File: config.mk
export PLATFORM = sky130hd
export DESIGN_NAME = sif_top
export DESIGN_NICKNAME = d
export VERILOG_FILES = /design/src/logic/sif_pkg.sv /design/src/logic/sif_edge.sv /design/src/logic/sif_top.sv
export SDC_FILE = /design/constraint.sdc
export NUM_CORES = 1
export LEC_CHECK = 0
export BUFFER_PORTS_ARGS = -buffer_cell sky130_fd_sc_hd__buf_4
export CAP_MARGIN = 20
export CORE_MARGIN = 8
export CORE_UTILIZATION = 30
export CTS_BUF_LIST = sky130_fd_sc_hd__clkbuf_4 sky130_fd_sc_hd__clkbuf_8 sky130_fd_sc_hd__clkbuf_16
export CTS_CLUSTER_SIZE = 8
export DETAILED_ROUTE_END_ITERATION = 7
export GPL_TIMING_DRIVEN = 0
export SYNTH_ARGS = -nofsm -noshare
export SYNTH_HDL_FRONTEND = slang
export SYNTH_SLANG_ARGS = --single-unit
File: constraint.sdc
create_clock -name clk -period 2.4 [get_ports clk]
set_input_delay 0.72 -clock clk [delete_from_list [all_inputs] [get_ports clk]]
set_output_delay 0.72 -clock clk [all_outputs]
set_load 0.01 [all_outputs]
File: src/logic/sif_pkg.sv
package sif_pkg;
    localparam int SIF_DW = 16;
    localparam int SIF_AW = 4;
    localparam logic [SIF_AW-1:0] SIF_ADDR_STATUS = 4'h0;
    localparam logic [SIF_AW-1:0] SIF_ADDR_MASK = 4'h4;
    localparam logic [SIF_AW-1:0] SIF_ADDR_FRAME = 4'h8;

    localparam int SIF_BIT_BUS_WAKE = 0;
    localparam int SIF_BIT_WDOG = 2;
    localparam int SIF_BIT_LOCAL = 3;
    localparam int SIF_BIT_BUS_FAIL = 4;
    localparam int SIF_BIT_VOLT = 6;
    localparam int SIF_BIT_BATT = 7;
    localparam int SIF_BIT_SPI = 8;

    // implemented flag positions; reserved 9, 5, 1 excluded
    localparam logic [SIF_DW-1:0] SIF_FLAG_MASK = 16'h01dd;
    localparam logic [SIF_DW-1:0] SIF_RESERVED = 16'h0222;
    localparam logic [SIF_DW-1:0] SIF_STATUS_RST = 16'h0000;
    localparam logic [SIF_DW-1:0] SIF_MASK_RST = 16'h0000;

    localparam int SIF_CNT_W = 5;
    localparam logic [SIF_CNT_W-1:0] SIF_FRAME_CLKS = 5'h10;
    localparam logic [SIF_CNT_W-1:0] SIF_CNT_MAX = 5'h1f;
    localparam logic [SIF_CNT_W-1:0] SIF_CNT_RST = 5'h00;

    // pin vector positions inside the synchroniser
    localparam int SIF_PIN_SCLK = 0;
    localparam int SIF_PIN_CS_N = 1;
    localparam int SIF_PIN_MOSI = 2;
    localparam int SIF_PIN_SENSE = 3;
    localparam int SIF_PIN_WAKE = 4;
    localparam int SIF_PIN_REG1 = 5;
    localparam int SIF_PIN_REG3 = 6;
    localparam int SIF_PIN_N = 7;
    // idle levels: cs_n, sense, wake and regulator ok high
    localparam logic [SIF_PIN_N-1:0] SIF_PIN_IDLE = 7'h7a;

    localparam logic [1:0] SIF_ARM_DONE = 2'h3;

    typedef struct packed {
        logic [SIF_AW-1:0] addr;
        logic [SIF_DW-1:0] wdata;
        logic wr;
        logic rd;
    } sif_req_t;
endpackage

File: src/logic/sif_edge.sv
module sif_edge import sif_pkg::*; #(
    parameter int W = 1,
    parameter bit SYNC = 1'b1,
    parameter logic [W-1:0] INIT = '0
) (
    input wire logic clk,
    input wire logic reset_n,
    input wire logic [W-1:0] in_level,
    output logic [W-1:0] level,
    output logic [W-1:0] rise,
    output logic [W-1:0] fall
);
    logic [W-1:0] prev_q;
    logic [1:0] arm_q;
    logic armed;

    generate
        if (SYNC) begin : g_sync
            logic [W-1:0] s1_q;
            logic [W-1:0] s2_q;
            // s1_q feeds only s2_q
            always_ff @(posedge clk) begin
                if (!reset_n) begin
                    s1_q <= INIT;
                    s2_q <= INIT;
                end else begin
                    s1_q <= in_level;
                    s2_q <= s1_q;
                end
            end
            assign level = s2_q;
        end else begin : g_direct
            assign level = in_level;
        end
    endgenerate

    always_ff @(posedge clk) begin
        if (!reset_n) begin
            prev_q <= INIT;
        end else begin
            prev_q <= level;
        end
    end

    // suppress edges until the pipeline holds real pin levels
    always_ff @(posedge clk) begin
        if (!reset_n) begin
            arm_q <= 2'h0;
        end else if (arm_q != SIF_ARM_DONE) begin
            arm_q <= arm_q + 2'h1;
        end
    end

    assign armed = (arm_q == SIF_ARM_DONE);
    assign rise = armed ? (level & ~prev_q) : '0;
    assign fall = armed ? (~level & prev_q) : '0;
endmodule

File: src/logic/sif_top.sv
// The register offsets and the address-and-strobe port were decided locally.
module sif_top import sif_pkg::*; (
    input wire logic clk,
    input wire logic reset_n,
    input wire sif_req_t req,
    output logic [SIF_DW-1:0] rdata,
    input wire logic spi_clk,
    input wire logic spi_cs_n,
    input wire logic spi_mosi,
    input wire logic battery_sense,
    input wire logic local_wake,
    input wire logic regulator1_ok_status,
    input wire logic regulator3_ok_status,
    input wire logic bus_fail_status,
    input wire logic bus_remote_wake,
    input wire logic watchdog_restart,
    input wire logic watchdog_off_mode,
    output logic [SIF_DW-1:0] frame_word,
    output logic frame_valid,
    output logic irq
);
    logic [SIF_PIN_N-1:0] pins;
    logic [SIF_PIN_N-1:0] pin_level;
    logic [SIF_PIN_N-1:0] pin_rise;
    logic [SIF_PIN_N-1:0] pin_fall;
    logic bus_fail_rise;
    logic bus_fail_fall;
    logic [SIF_CNT_W-1:0] cnt_q;
    logic [SIF_DW-1:0] shift_q;
    logic [SIF_DW-1:0] frame_word_q;
    logic frame_valid_q;
    logic [SIF_DW-1:0] status_q;
    logic [SIF_DW-1:0] status_d;
    logic [SIF_DW-1:0] mask_q;
    logic [SIF_DW-1:0] rdata_q;
    logic irq_q;
    logic [SIF_DW-1:0] set_vec;
    logic [SIF_DW-1:0] clr_vec;
    logic [SIF_DW-1:0] keep_vec;
    logic pending;
    logic frame_end;
    logic frame_good;
    logic in_frame;

    assign pins = {regulator3_ok_status, regulator1_ok_status, local_wake,
                   battery_sense, spi_mosi, spi_cs_n, spi_clk};

    sif_edge #(.W(SIF_PIN_N), .SYNC(1'b1), .INIT(SIF_PIN_IDLE)) u_pins (
        .clk(clk),
        .reset_n(reset_n),
        .in_level(pins),
        .level(pin_level),
        .rise(pin_rise),
        .fall(pin_fall)
    );

    sif_edge #(.W(1), .SYNC(1'b0), .INIT(1'b0)) u_bus_fail (
        .clk(clk),
        .reset_n(reset_n),
        .in_level(bus_fail_status),
        .level(),
        .rise(bus_fail_rise),
        .fall(bus_fail_fall)
    );

    // serial frame: count sampled clock rises while select is low
    assign in_frame = !pin_level[SIF_PIN_CS_N];
    assign frame_end = pin_rise[SIF_PIN_CS_N];
    assign frame_good = frame_end && (cnt_q == SIF_FRAME_CLKS);

    always_ff @(posedge clk) begin
        if (!reset_n) begin
            cnt_q <= SIF_CNT_RST;
            shift_q <= '0;
        end else if (pin_fall[SIF_PIN_CS_N]) begin
            cnt_q <= SIF_CNT_RST;
            shift_q <= '0;
        end else if (pin_rise[SIF_PIN_SCLK] && in_frame) begin
            if (cnt_q != SIF_CNT_MAX) begin
                cnt_q <= cnt_q + 5'h01;
            end
            shift_q <= {shift_q[SIF_DW-2:0], pin_level[SIF_PIN_MOSI]};
        end
    end

    // only complete frames are handed on
    always_ff @(posedge clk) begin
        if (!reset_n) begin
            frame_word_q <= '0;
            frame_valid_q <= 1'b0;
        end else begin
            frame_valid_q <= frame_good;
            if (frame_good) begin
                frame_word_q <= shift_q;
            end
        end
    end

    always_comb begin
        set_vec = '0;
        set_vec[SIF_BIT_SPI] = frame_end && !frame_good;
        set_vec[SIF_BIT_BATT] = pin_fall[SIF_PIN_SENSE];
        set_vec[SIF_BIT_VOLT] = pin_fall[SIF_PIN_REG1]
                              | pin_fall[SIF_PIN_REG3];
        set_vec[SIF_BIT_BUS_FAIL] = bus_fail_rise | bus_fail_fall;
        set_vec[SIF_BIT_LOCAL] = pin_fall[SIF_PIN_WAKE];
        set_vec[SIF_BIT_WDOG] = watchdog_restart
                              && watchdog_off_mode;
        set_vec[SIF_BIT_BUS_WAKE] = bus_remote_wake;
    end

    assign clr_vec = (req.wr && req.addr == SIF_ADDR_STATUS) ?
                     req.wdata : '0;
    assign keep_vec = status_q & ~clr_vec;
    // a set in the clearing cycle wins; reserved bits forced low
    assign status_d = (keep_vec | set_vec) & SIF_FLAG_MASK;

    always_ff @(posedge clk) begin
        if (!reset_n) begin
            status_q <= SIF_STATUS_RST;
        end else begin
            status_q <= status_d;
        end
    end

    always_ff @(posedge clk) begin
        if (!reset_n) begin
            mask_q <= SIF_MASK_RST;
        end else if (req.wr && req.addr == SIF_ADDR_MASK) begin
            mask_q <= req.wdata & SIF_FLAG_MASK;
        end
    end

    assign pending = |(status_q & mask_q);

    always_ff @(posedge clk) begin
        if (!reset_n) begin
            irq_q <= 1'b0;
        end else begin
            irq_q <= pending;
        end
    end

    // read data valid the cycle after the read strobe only
    always_ff @(posedge clk) begin
        if (!reset_n) begin
            rdata_q <= '0;
        end else if (req.rd) begin
            if (req.addr == SIF_ADDR_STATUS) begin
                rdata_q <= status_q;
            end else if (req.addr == SIF_ADDR_MASK) begin
                rdata_q <= mask_q;
            end else if (req.addr == SIF_ADDR_FRAME) begin
                rdata_q <= frame_word_q;
            end else begin
                rdata_q <= '0;
            end
        end else begin
            rdata_q <= '0;
        end
    end

    assign rdata = rdata_q;
    assign frame_word = frame_word_q;
    assign frame_valid = frame_valid_q;
    assign irq = irq_q;

    spi_fail_a: assert property (
        @(posedge clk) disable iff (!reset_n)
        (frame_end && cnt_q != SIF_FRAME_CLKS) |=> status_q[SIF_BIT_SPI])
        else $error("bad clock count did not set flag");

    frame_drop_a: assert property (
        @(posedge clk) disable iff (!reset_n)
        (frame_end && cnt_q != SIF_FRAME_CLKS) |=>
        !frame_valid_q && $stable(frame_word_q))
        else $error("bad frame was not dropped");

    frame_take_a: assert property (
        @(posedge clk) disable iff (!reset_n)
        (frame_end && cnt_q == SIF_FRAME_CLKS) |=>
        frame_valid_q && frame_word_q == $past(shift_q)
        && (!status_q[SIF_BIT_SPI] || $past(status_q[SIF_BIT_SPI])))
        else $error("good frame not delivered");

    batt_flag_a: assert property (
        @(posedge clk) disable iff (!reset_n)
        pin_fall[SIF_PIN_SENSE] |=> status_q[SIF_BIT_BATT])
        else $error("battery fall not flagged");

    volt_flag_a: assert property (
        @(posedge clk) disable iff (!reset_n)
        (pin_fall[SIF_PIN_REG1] || pin_fall[SIF_PIN_REG3])
        |=> status_q[SIF_BIT_VOLT])
        else $error("regulator loss not flagged");

    reserved_zero_a: assert property (
        @(posedge clk) disable iff (!reset_n)
        ((status_q | mask_q) & SIF_RESERVED) == '0)
        else $error("reserved bit set");

    bus_fail_a: assert property (
        @(posedge clk) disable iff (!reset_n)
        (bus_fail_rise || bus_fail_fall) |=> status_q[SIF_BIT_BUS_FAIL])
        else $error("bus fail change not flagged");

    local_wake_a: assert property (
        @(posedge clk) disable iff (!reset_n)
        pin_fall[SIF_PIN_WAKE] |=> status_q[SIF_BIT_LOCAL])
        else $error("local wake edge not flagged");

    wdog_flag_a: assert property (
        @(posedge clk) disable iff (!reset_n)
        (watchdog_restart && watchdog_off_mode) |=> status_q[SIF_BIT_WDOG])
        else $error("watchdog restart not flagged");

    bus_wake_a: assert property (
        @(posedge clk) disable iff (!reset_n)
        bus_remote_wake |=> status_q[SIF_BIT_BUS_WAKE])
        else $error("remote wake not flagged");

    flag_sticky_a: assert property (
        @(posedge clk) disable iff (!reset_n)
        !(req.wr && req.addr == SIF_ADDR_STATUS)
        |=> ($past(status_q) & ~status_q) == '0)
        else $error("flag dropped without clear");

    irq_level_a: assert property (
        @(posedge clk) disable iff (!reset_n)
        1'b1 |=> irq_q == $past(pending))
        else $error("interrupt does not follow enabled flags");

    status_read_a: assert property (
        @(posedge clk) disable iff (!reset_n)
        (req.rd && req.addr == SIF_ADDR_STATUS)
        |=> rdata_q == $past(status_q))
        else $error("status read returned wrong word");

    mask_read_a: assert property (
        @(posedge clk) disable iff (!reset_n)
        (req.rd && req.addr == SIF_ADDR_MASK)
        |=> rdata_q == $past(mask_q))
        else $error("mask read returned wrong word");

    rdata_reserved_a: assert property (
        @(posedge clk) disable iff (!reset_n)
        (req.rd && req.addr != SIF_ADDR_FRAME)
        |=> (rdata_q & ~SIF_FLAG_MASK) == '0)
        else $error("reserved bit read as one");

    frame_pulse_a: assert property (
        @(posedge clk) disable iff (!reset_n)
        frame_valid_q |=> !frame_valid_q)
        else $error("frame valid longer than one cycle");

    frame_hold_a: assert property (
        @(posedge clk) disable iff (!reset_n)
        !frame_good |=> $stable(frame_word_q))
        else $error("frame word changed without good frame");

    cnt_clear_a: assert property (
        @(posedge clk) disable iff (!reset_n)
        pin_fall[SIF_PIN_CS_N] |=> cnt_q == SIF_CNT_RST)
        else $error("clock count not cleared at frame start");

    cnt_sat_a: assert property (
        @(posedge clk) disable iff (!reset_n)
        (cnt_q == SIF_CNT_MAX && !pin_fall[SIF_PIN_CS_N])
        |=> cnt_q == SIF_CNT_MAX)
        else $error("clock count wrapped");

    spi_cause_a: assert property (
        @(posedge clk) disable iff (!reset_n)
        $rose(status_q[SIF_BIT_SPI])
        |-> $past(frame_end && cnt_q != SIF_FRAME_CLKS))
        else $error("clock count flag set without bad frame");

    batt_cause_a: assert property (
        @(posedge clk) disable iff (!reset_n)
        $rose(status_q[SIF_BIT_BATT]) |-> $past(pin_fall[SIF_PIN_SENSE]))
        else $error("battery flag set without falling edge");

    volt_cause_a: assert property (
        @(posedge clk) disable iff (!reset_n)
        $rose(status_q[SIF_BIT_VOLT])
        |-> $past(pin_fall[SIF_PIN_REG1] || pin_fall[SIF_PIN_REG3]))
        else $error("voltage flag set without regulator loss");

    bus_fail_cause_a: assert property (
        @(posedge clk) disable iff (!reset_n)
        $rose(status_q[SIF_BIT_BUS_FAIL])
        |-> $past(bus_fail_rise || bus_fail_fall))
        else $error("bus fail flag set without status change");

    local_cause_a: assert property (
        @(posedge clk) disable iff (!reset_n)
        $rose(status_q[SIF_BIT_LOCAL]) |-> $past(pin_fall[SIF_PIN_WAKE]))
        else $error("local wake flag set without edge");

    wdog_cause_a: assert property (
        @(posedge clk) disable iff (!reset_n)
        $rose(status_q[SIF_BIT_WDOG])
        |-> $past(watchdog_restart && watchdog_off_mode))
        else $error("watchdog flag set without restart in off mode");

    bus_wake_cause_a: assert property (
        @(posedge clk) disable iff (!reset_n)
        $rose(status_q[SIF_BIT_BUS_WAKE]) |-> $past(bus_remote_wake))
        else $error("remote wake flag set without event");

    flag_clear_a: assert property (
        @(posedge clk) disable iff (!reset_n)
        (req.wr && req.addr == SIF_ADDR_STATUS && set_vec == '0)
        |=> (status_q & $past(req.wdata)) == '0)
        else $error("written one did not clear flag");

    mask_write_a: assert property (
        @(posedge clk) disable iff (!reset_n)
        (req.wr && req.addr == SIF_ADDR_MASK)
        |=> mask_q == ($past(req.wdata) & SIF_FLAG_MASK))
        else $error("mask write not taken");
endmodule

# Word level (Yosys, flattened, before mapping)
# Index checks and enable logic that the tools add are counted.
[classes]
n_addsub = 3
eq_ne = 8
muxes = 8
bitwise = 15
reduce_logical = 13
[ops]
columns = ["cell", "count"]
rows = [
  ["$mux W16", 3],
  ["$and A9 B9 Y9", 2],
  ["$reduce_or A16 Y1", 1],
  ["$mux W9", 1],
  ["$not A9 Y9", 1],
  ["$or A9 B9 Y9", 1],
  ["$and A7 B7 Y7", 1],
  ["$mux W7", 1],
  ["$not A7 Y7", 1],
  ["$logic_and A1 B1 Y1", 6],
  ["$add A5 B1 Y5 const B", 1],
  ["$eq A5 B5 Y1 const B", 1],
  ["$ne A5 B5 Y1 const B", 1],
  ["$add A2 B1 Y2 const B", 2],
  ["$eq A2 B2 Y1 const B", 2],
  ["$eq A4 B3 Y1 const B", 1],
  ["$eq A4 B4 Y1 const B", 1],
  ["$logic_not A4 Y1", 1],
  ["$ne A2 B2 Y1 const B", 2],
  ["$reduce_and A2 Y1", 2],
  ["$not A1 Y1", 3],
  ["$and A1 B1 Y1", 2],
  ["$and A2 B2 Y2", 1],
  ["$logic_not A1 Y1", 2],
  ["5 further kinds", 7],
]
[totals]
regBits = 95

# Longest topological paths before layout
[depth]
word_depth = 7
depth_mapped = 7
depth_no_buf = 6

# Modules after synthesis
# Synthesis repeated with hierarchy kept, for this count alone.
[hier_totals]
hier_cells = 385
area_unflattened_um2 = 3599.7
[modules_own_cells]
columns = ["mod", "n_inst", "cells_per_inst", "area_each_um2"]
rows = [
  ["sif_top", 1, 297, 2665.1],
  ["sif_edge at u_pins", 1, 74, 788.3],
  ["sif_edge at u_bus_fail", 1, 14, 146.4],
]

# Worst setup path after synthesis
# OpenSTA, ideal clock, no wires.
[synth_path]
kind = "input port to flip-flop"
from = "in req[21] in the netlist's numbering"
to = "reg rdata_q[7], in the netlist rdata[7]"
setup_ns = 0.130
t_arrival_ns = 1.589
required_ns = 2.270
path_slack_ns = 0.681
stages = 5
cell_sequence = "buf_4 -> or4_1 -> buf_2 -> nor2_1 -> a2111oi_0"
[synth_via]
elab_chain_len = 4
word_cells_on_any_way = 6
classes_between = "2 x eq/ne; 3 x mux; 1 x reduce/logical"
[synth_rtl]
columns = ["element", "line_no", "source"]
rows = [
  ["start, declared", "sif_top.sv:5", "input wire sif_req_t req,"],
  ["$eq A4 B4 Y1", "sif_top.sv:153", "end else if (req.addr == SIF_ADDR_FRAME) begin"],
  ["$mux W16", "sif_top.sv:153", ""],
  ["$mux W16", "sif_top.sv:151", "end else if (req.addr == SIF_ADDR_MASK) begin"],
  ["$mux W16 *", "sif_top.sv:149", "if (req.addr == SIF_ADDR_STATUS) begin"],
  ["end signal, assigned", "sif_top.sv:150", "rdata_q <= status_q;"],
  ["end signal, assigned", "sif_top.sv:152", "rdata_q <= mask_q;"],
  ["end signal, assigned", "sif_top.sv:154", "rdata_q <= frame_word_q;"],
  ["end, declared", "sif_top.sv:35", "logic [SIF_DW-1:0] rdata_q;"],
]
# Every way passes the cells marked *; elsewhere a longest branch is shown, timed or not.
# A chain may end at the register's enable or synchronous reset.

# Worst setup path after layout
[layout_path]
from = "reg cnt_q[0]"
to = "reg cnt_q[3]"
[layout_via]
elab_chain_len = 2
word_cells_on_any_way = 3
classes_between = "1 x add/sub; 1 x eq/ne; 1 x reduce/logical"
[layout_rtl]
columns = ["element", "line_no", "source"]
rows = [
  ["start, declared", "sif_top.sv:28", "logic [SIF_CNT_W-1:0] cnt_q;"],
  ["start signal, assigned", "sif_top.sv:80", "cnt_q <= cnt_q + 5'h01;"],
  ["branches (longest 2 deep; another with $add A5 B1 Y5)", "-", ""],
]
# Several ways; the timed one is not identified.

==> reports/results.txt <==
critical path fanouts, max: 7
vias per cell: 4.55
I/O Buffers: 57
die width: 125 um
Max Clock Skew: 5.44 ps
met1 usage: 13.1%
clock buffer count from CTS: 9
Seq. cell area: 1880 sq um
status: complete, no violations
WL final: 7.95 mm
arrival time at the worst endpoint: 1990 ps
initial core utilization: 30.8%
CTS H-tree depth: 3
gr usage total: 10.2%
DRT Pass-1 Iters: 4
largest net degree at the start of global routing: 19
core area: 11,500 sq um
commonest non-fill, non-tap cell in the layout: dfxtp_1
RSZ-0062 raised after global routing: no
CP max stage delay: 520 ps
vias in the first global route: 2,668
Top cell by count, worst path: ha_1
Multi-input gate area: 1490 sq um
clock root cell: clkbuf_16
Post-DRT Antenna Nets: 0
# fillers: 1,175
Slew HR: 64.5%
CTS tree: yes
CP required: 2660 ps
fin crit period: 1730 ps
reg2reg start: cnt_q[0]$_SDFFE_PP0P_
# hold bufs at CTS: 0
nets: 487
predominant post-synthesis flop cell: dfxtp_1
clk_lat worst skew: 340 ps
Setup violations, final: 0
maximum clock frequency: 578 MHz
# IOs: 69
Synth Cell Area: 3540 sq um
Setup crit end kind: flop
# DRC: 0
initial antenna violation count: 0
met3 usage: 3.36%
Final Cycle Share: 72.1%
MaxCap Viol Count: 0
routability cong.: 0.812
post_cts resized: 0
Die ar.: 15,500 sq um
setup bufs post-CTS: 0
final max-slew violation count: 0
hold_sp: u_pins.g_sync.s1_q[4]$_SDFF_PN1_
via count: 2,706
clock tree sinks: 94
met2 usage: 15.2%
Critical Path Start: cnt_q[0]$_SDFFE_PP0P_
Reg2Reg Setup Slack: 670 ps
Final Total Pwr: 3.21 mW
GRT busiest layer: met2
Worst Max-Slew Pin Slew: 530 ps
Synth warnings: 0
kind of critical path: flop to flop
fraction of layout cells with a size suffix above 1: 20.1%
maximum VDD drop: 0.000348 V
DR WL/cell: 13.4 um
#FFs+latches synth: 94
DIE HEIGHT: 125 um
Clock Tree Buf Depth: 2
most frequent cells in the layout: 94 x dfxtp_1, 87 x nand2_1, 60 x buf_4
Post-Route Setup TNS: 0 ps
Post-synth EDFFs: 0
CP cell instances: ha_1 > and3_1 > ha_1 > or4_1 > a21oi_1
Avg Inst Size Synth: 9.33 sq um
Hold WC Path Type: flop to flop
power per cell area: 721 nW/um^2
Syn Inst Count: 379
DR iter-0 viols: 115
row count: 39
diode count: 0
Syn Nets: 419
Clock transition at path regs: 70 ps
Hold Fails Final Rpt: 0
first-pass GRT wire length: 13.1 mm
static leakage: 1.73 nW
library cells used by synthesis: 39
sequential share of the synthesized area: 53.2%
Area growth syn-to-layout: 25.6%
total congestion overflow: 0
ys async rst share: 0%
Worst Setup Start Kind: flop
Worst path slowest cell: or4_1
Final HPWL DP: 5.94 mm
## cell usage after synthesis, types with 2 or more instances
cell	number	area, sq um
o21ai_1	5	25.0
nand3b_1	2	15.0
nor2b_1	7	43.8
clkbuf_1	9	33.8
and2_1	15	93.8
nand2b_1	18	113
nand3_1	5	25.0
and3_1	5	31.3
xor2_1	3	26.3
ha_1	5	62.6
inv_1	12	45.0
nor3b_1	6	45.0
buf_6	2	22.5
nand2_1	87	327
a31o_1	3	26.3
a21oi_1	21	105
nor2_1	12	45.0
or4_1	2	15.0
dfxtp_1	94	1880
o22ai_1	10	62.6
buf_4	3	22.5
mux2i_1	25	250
buf_2	8	40.0
a31oi_1	4	25.0
a22oi_1	2	15.0
## layout make-up
type,count,area share (%)
clock inverter,6,1.35
inverter,13,1.10
buffer,22,2.68
clock buffer,10,5.38
tap,143,4.03
sequential,94,42.4
timing repair buffer,57,9.63
multi-input combinational,250,33.5
## through the flow
stage	instance area (sq um)	instances	utilization [%]	worst slack (ps)	hold slack (ps)
final	4440	595	38.7	671	408
after global routing	4440	595	38.7	613	428
after CTS	4440	595	38.7	664	412
after detailed placement	4140	579	36.1	416	395
after global placement	4140	579	36.1	434	389
after floorplan	3540	379	-	681	386
## worst paths after layout
check                                                   to  cells after the start
worst min-delay path            u_pins.level[4]$_SDFF_PN1_                      1
worst min register to register  u_pins.level[4]$_SDFF_PN1_                      1
worst max register to register       cnt_q[3]$_SDFFE_PP0P_                      5
worst max-delay path                 cnt_q[3]$_SDFFE_PP0P_                      5
## critical path: cells and delay by family (launching register included)
kind	cells	cell delay, ps
fa+ha+maj	2	460
simple gates	2	700
compound gates	1	150
flops	1	330
## report_power, final
group / internal, mW / total, mW / switching [mW]
logic: 0.0841 / 0.178 / 0.0935
registers: 1.60 / 1.62 / 0.0204
clock network: 0.762 / 1.41 / 0.648
## state kept, by name, summed over array words and instances (netlist names)
signal / cells
shift_q: 16
u_pins.arm_q: 2
rdata: 16
u_pins.g_sync.s1_q: 7
u_pins.level: 7
frame_valid: 1
u_pins.prev_q: 6
cnt_q: 5
mask_q: 7
u_bus_fail.prev_q: 1
status_q: 7
irq: 1
frame_word: 16
u_bus_fail.arm_q: 2
## per-layer routing
layer  vias to the layer above  wire length (um)
met5                         -                 0
met4                         0               133
met3                        10               480
met2                        57              3470
met1                      1243              3860
li1                       1396                 -
## cell families after synthesis
group	Yosys count	synth area share, %
XOR/XNOR	3	0.743
flip-flops	94	53.2
AND/OR/NAND/NOR	168	24.2
adder cells (fa/ha/maj)	5	1.77
multiplexers	25	7.07
buffers and inverters	35	4.74
AO/OA/AOI/OAI	49	8.31
(Power assumes the default switching activity.)
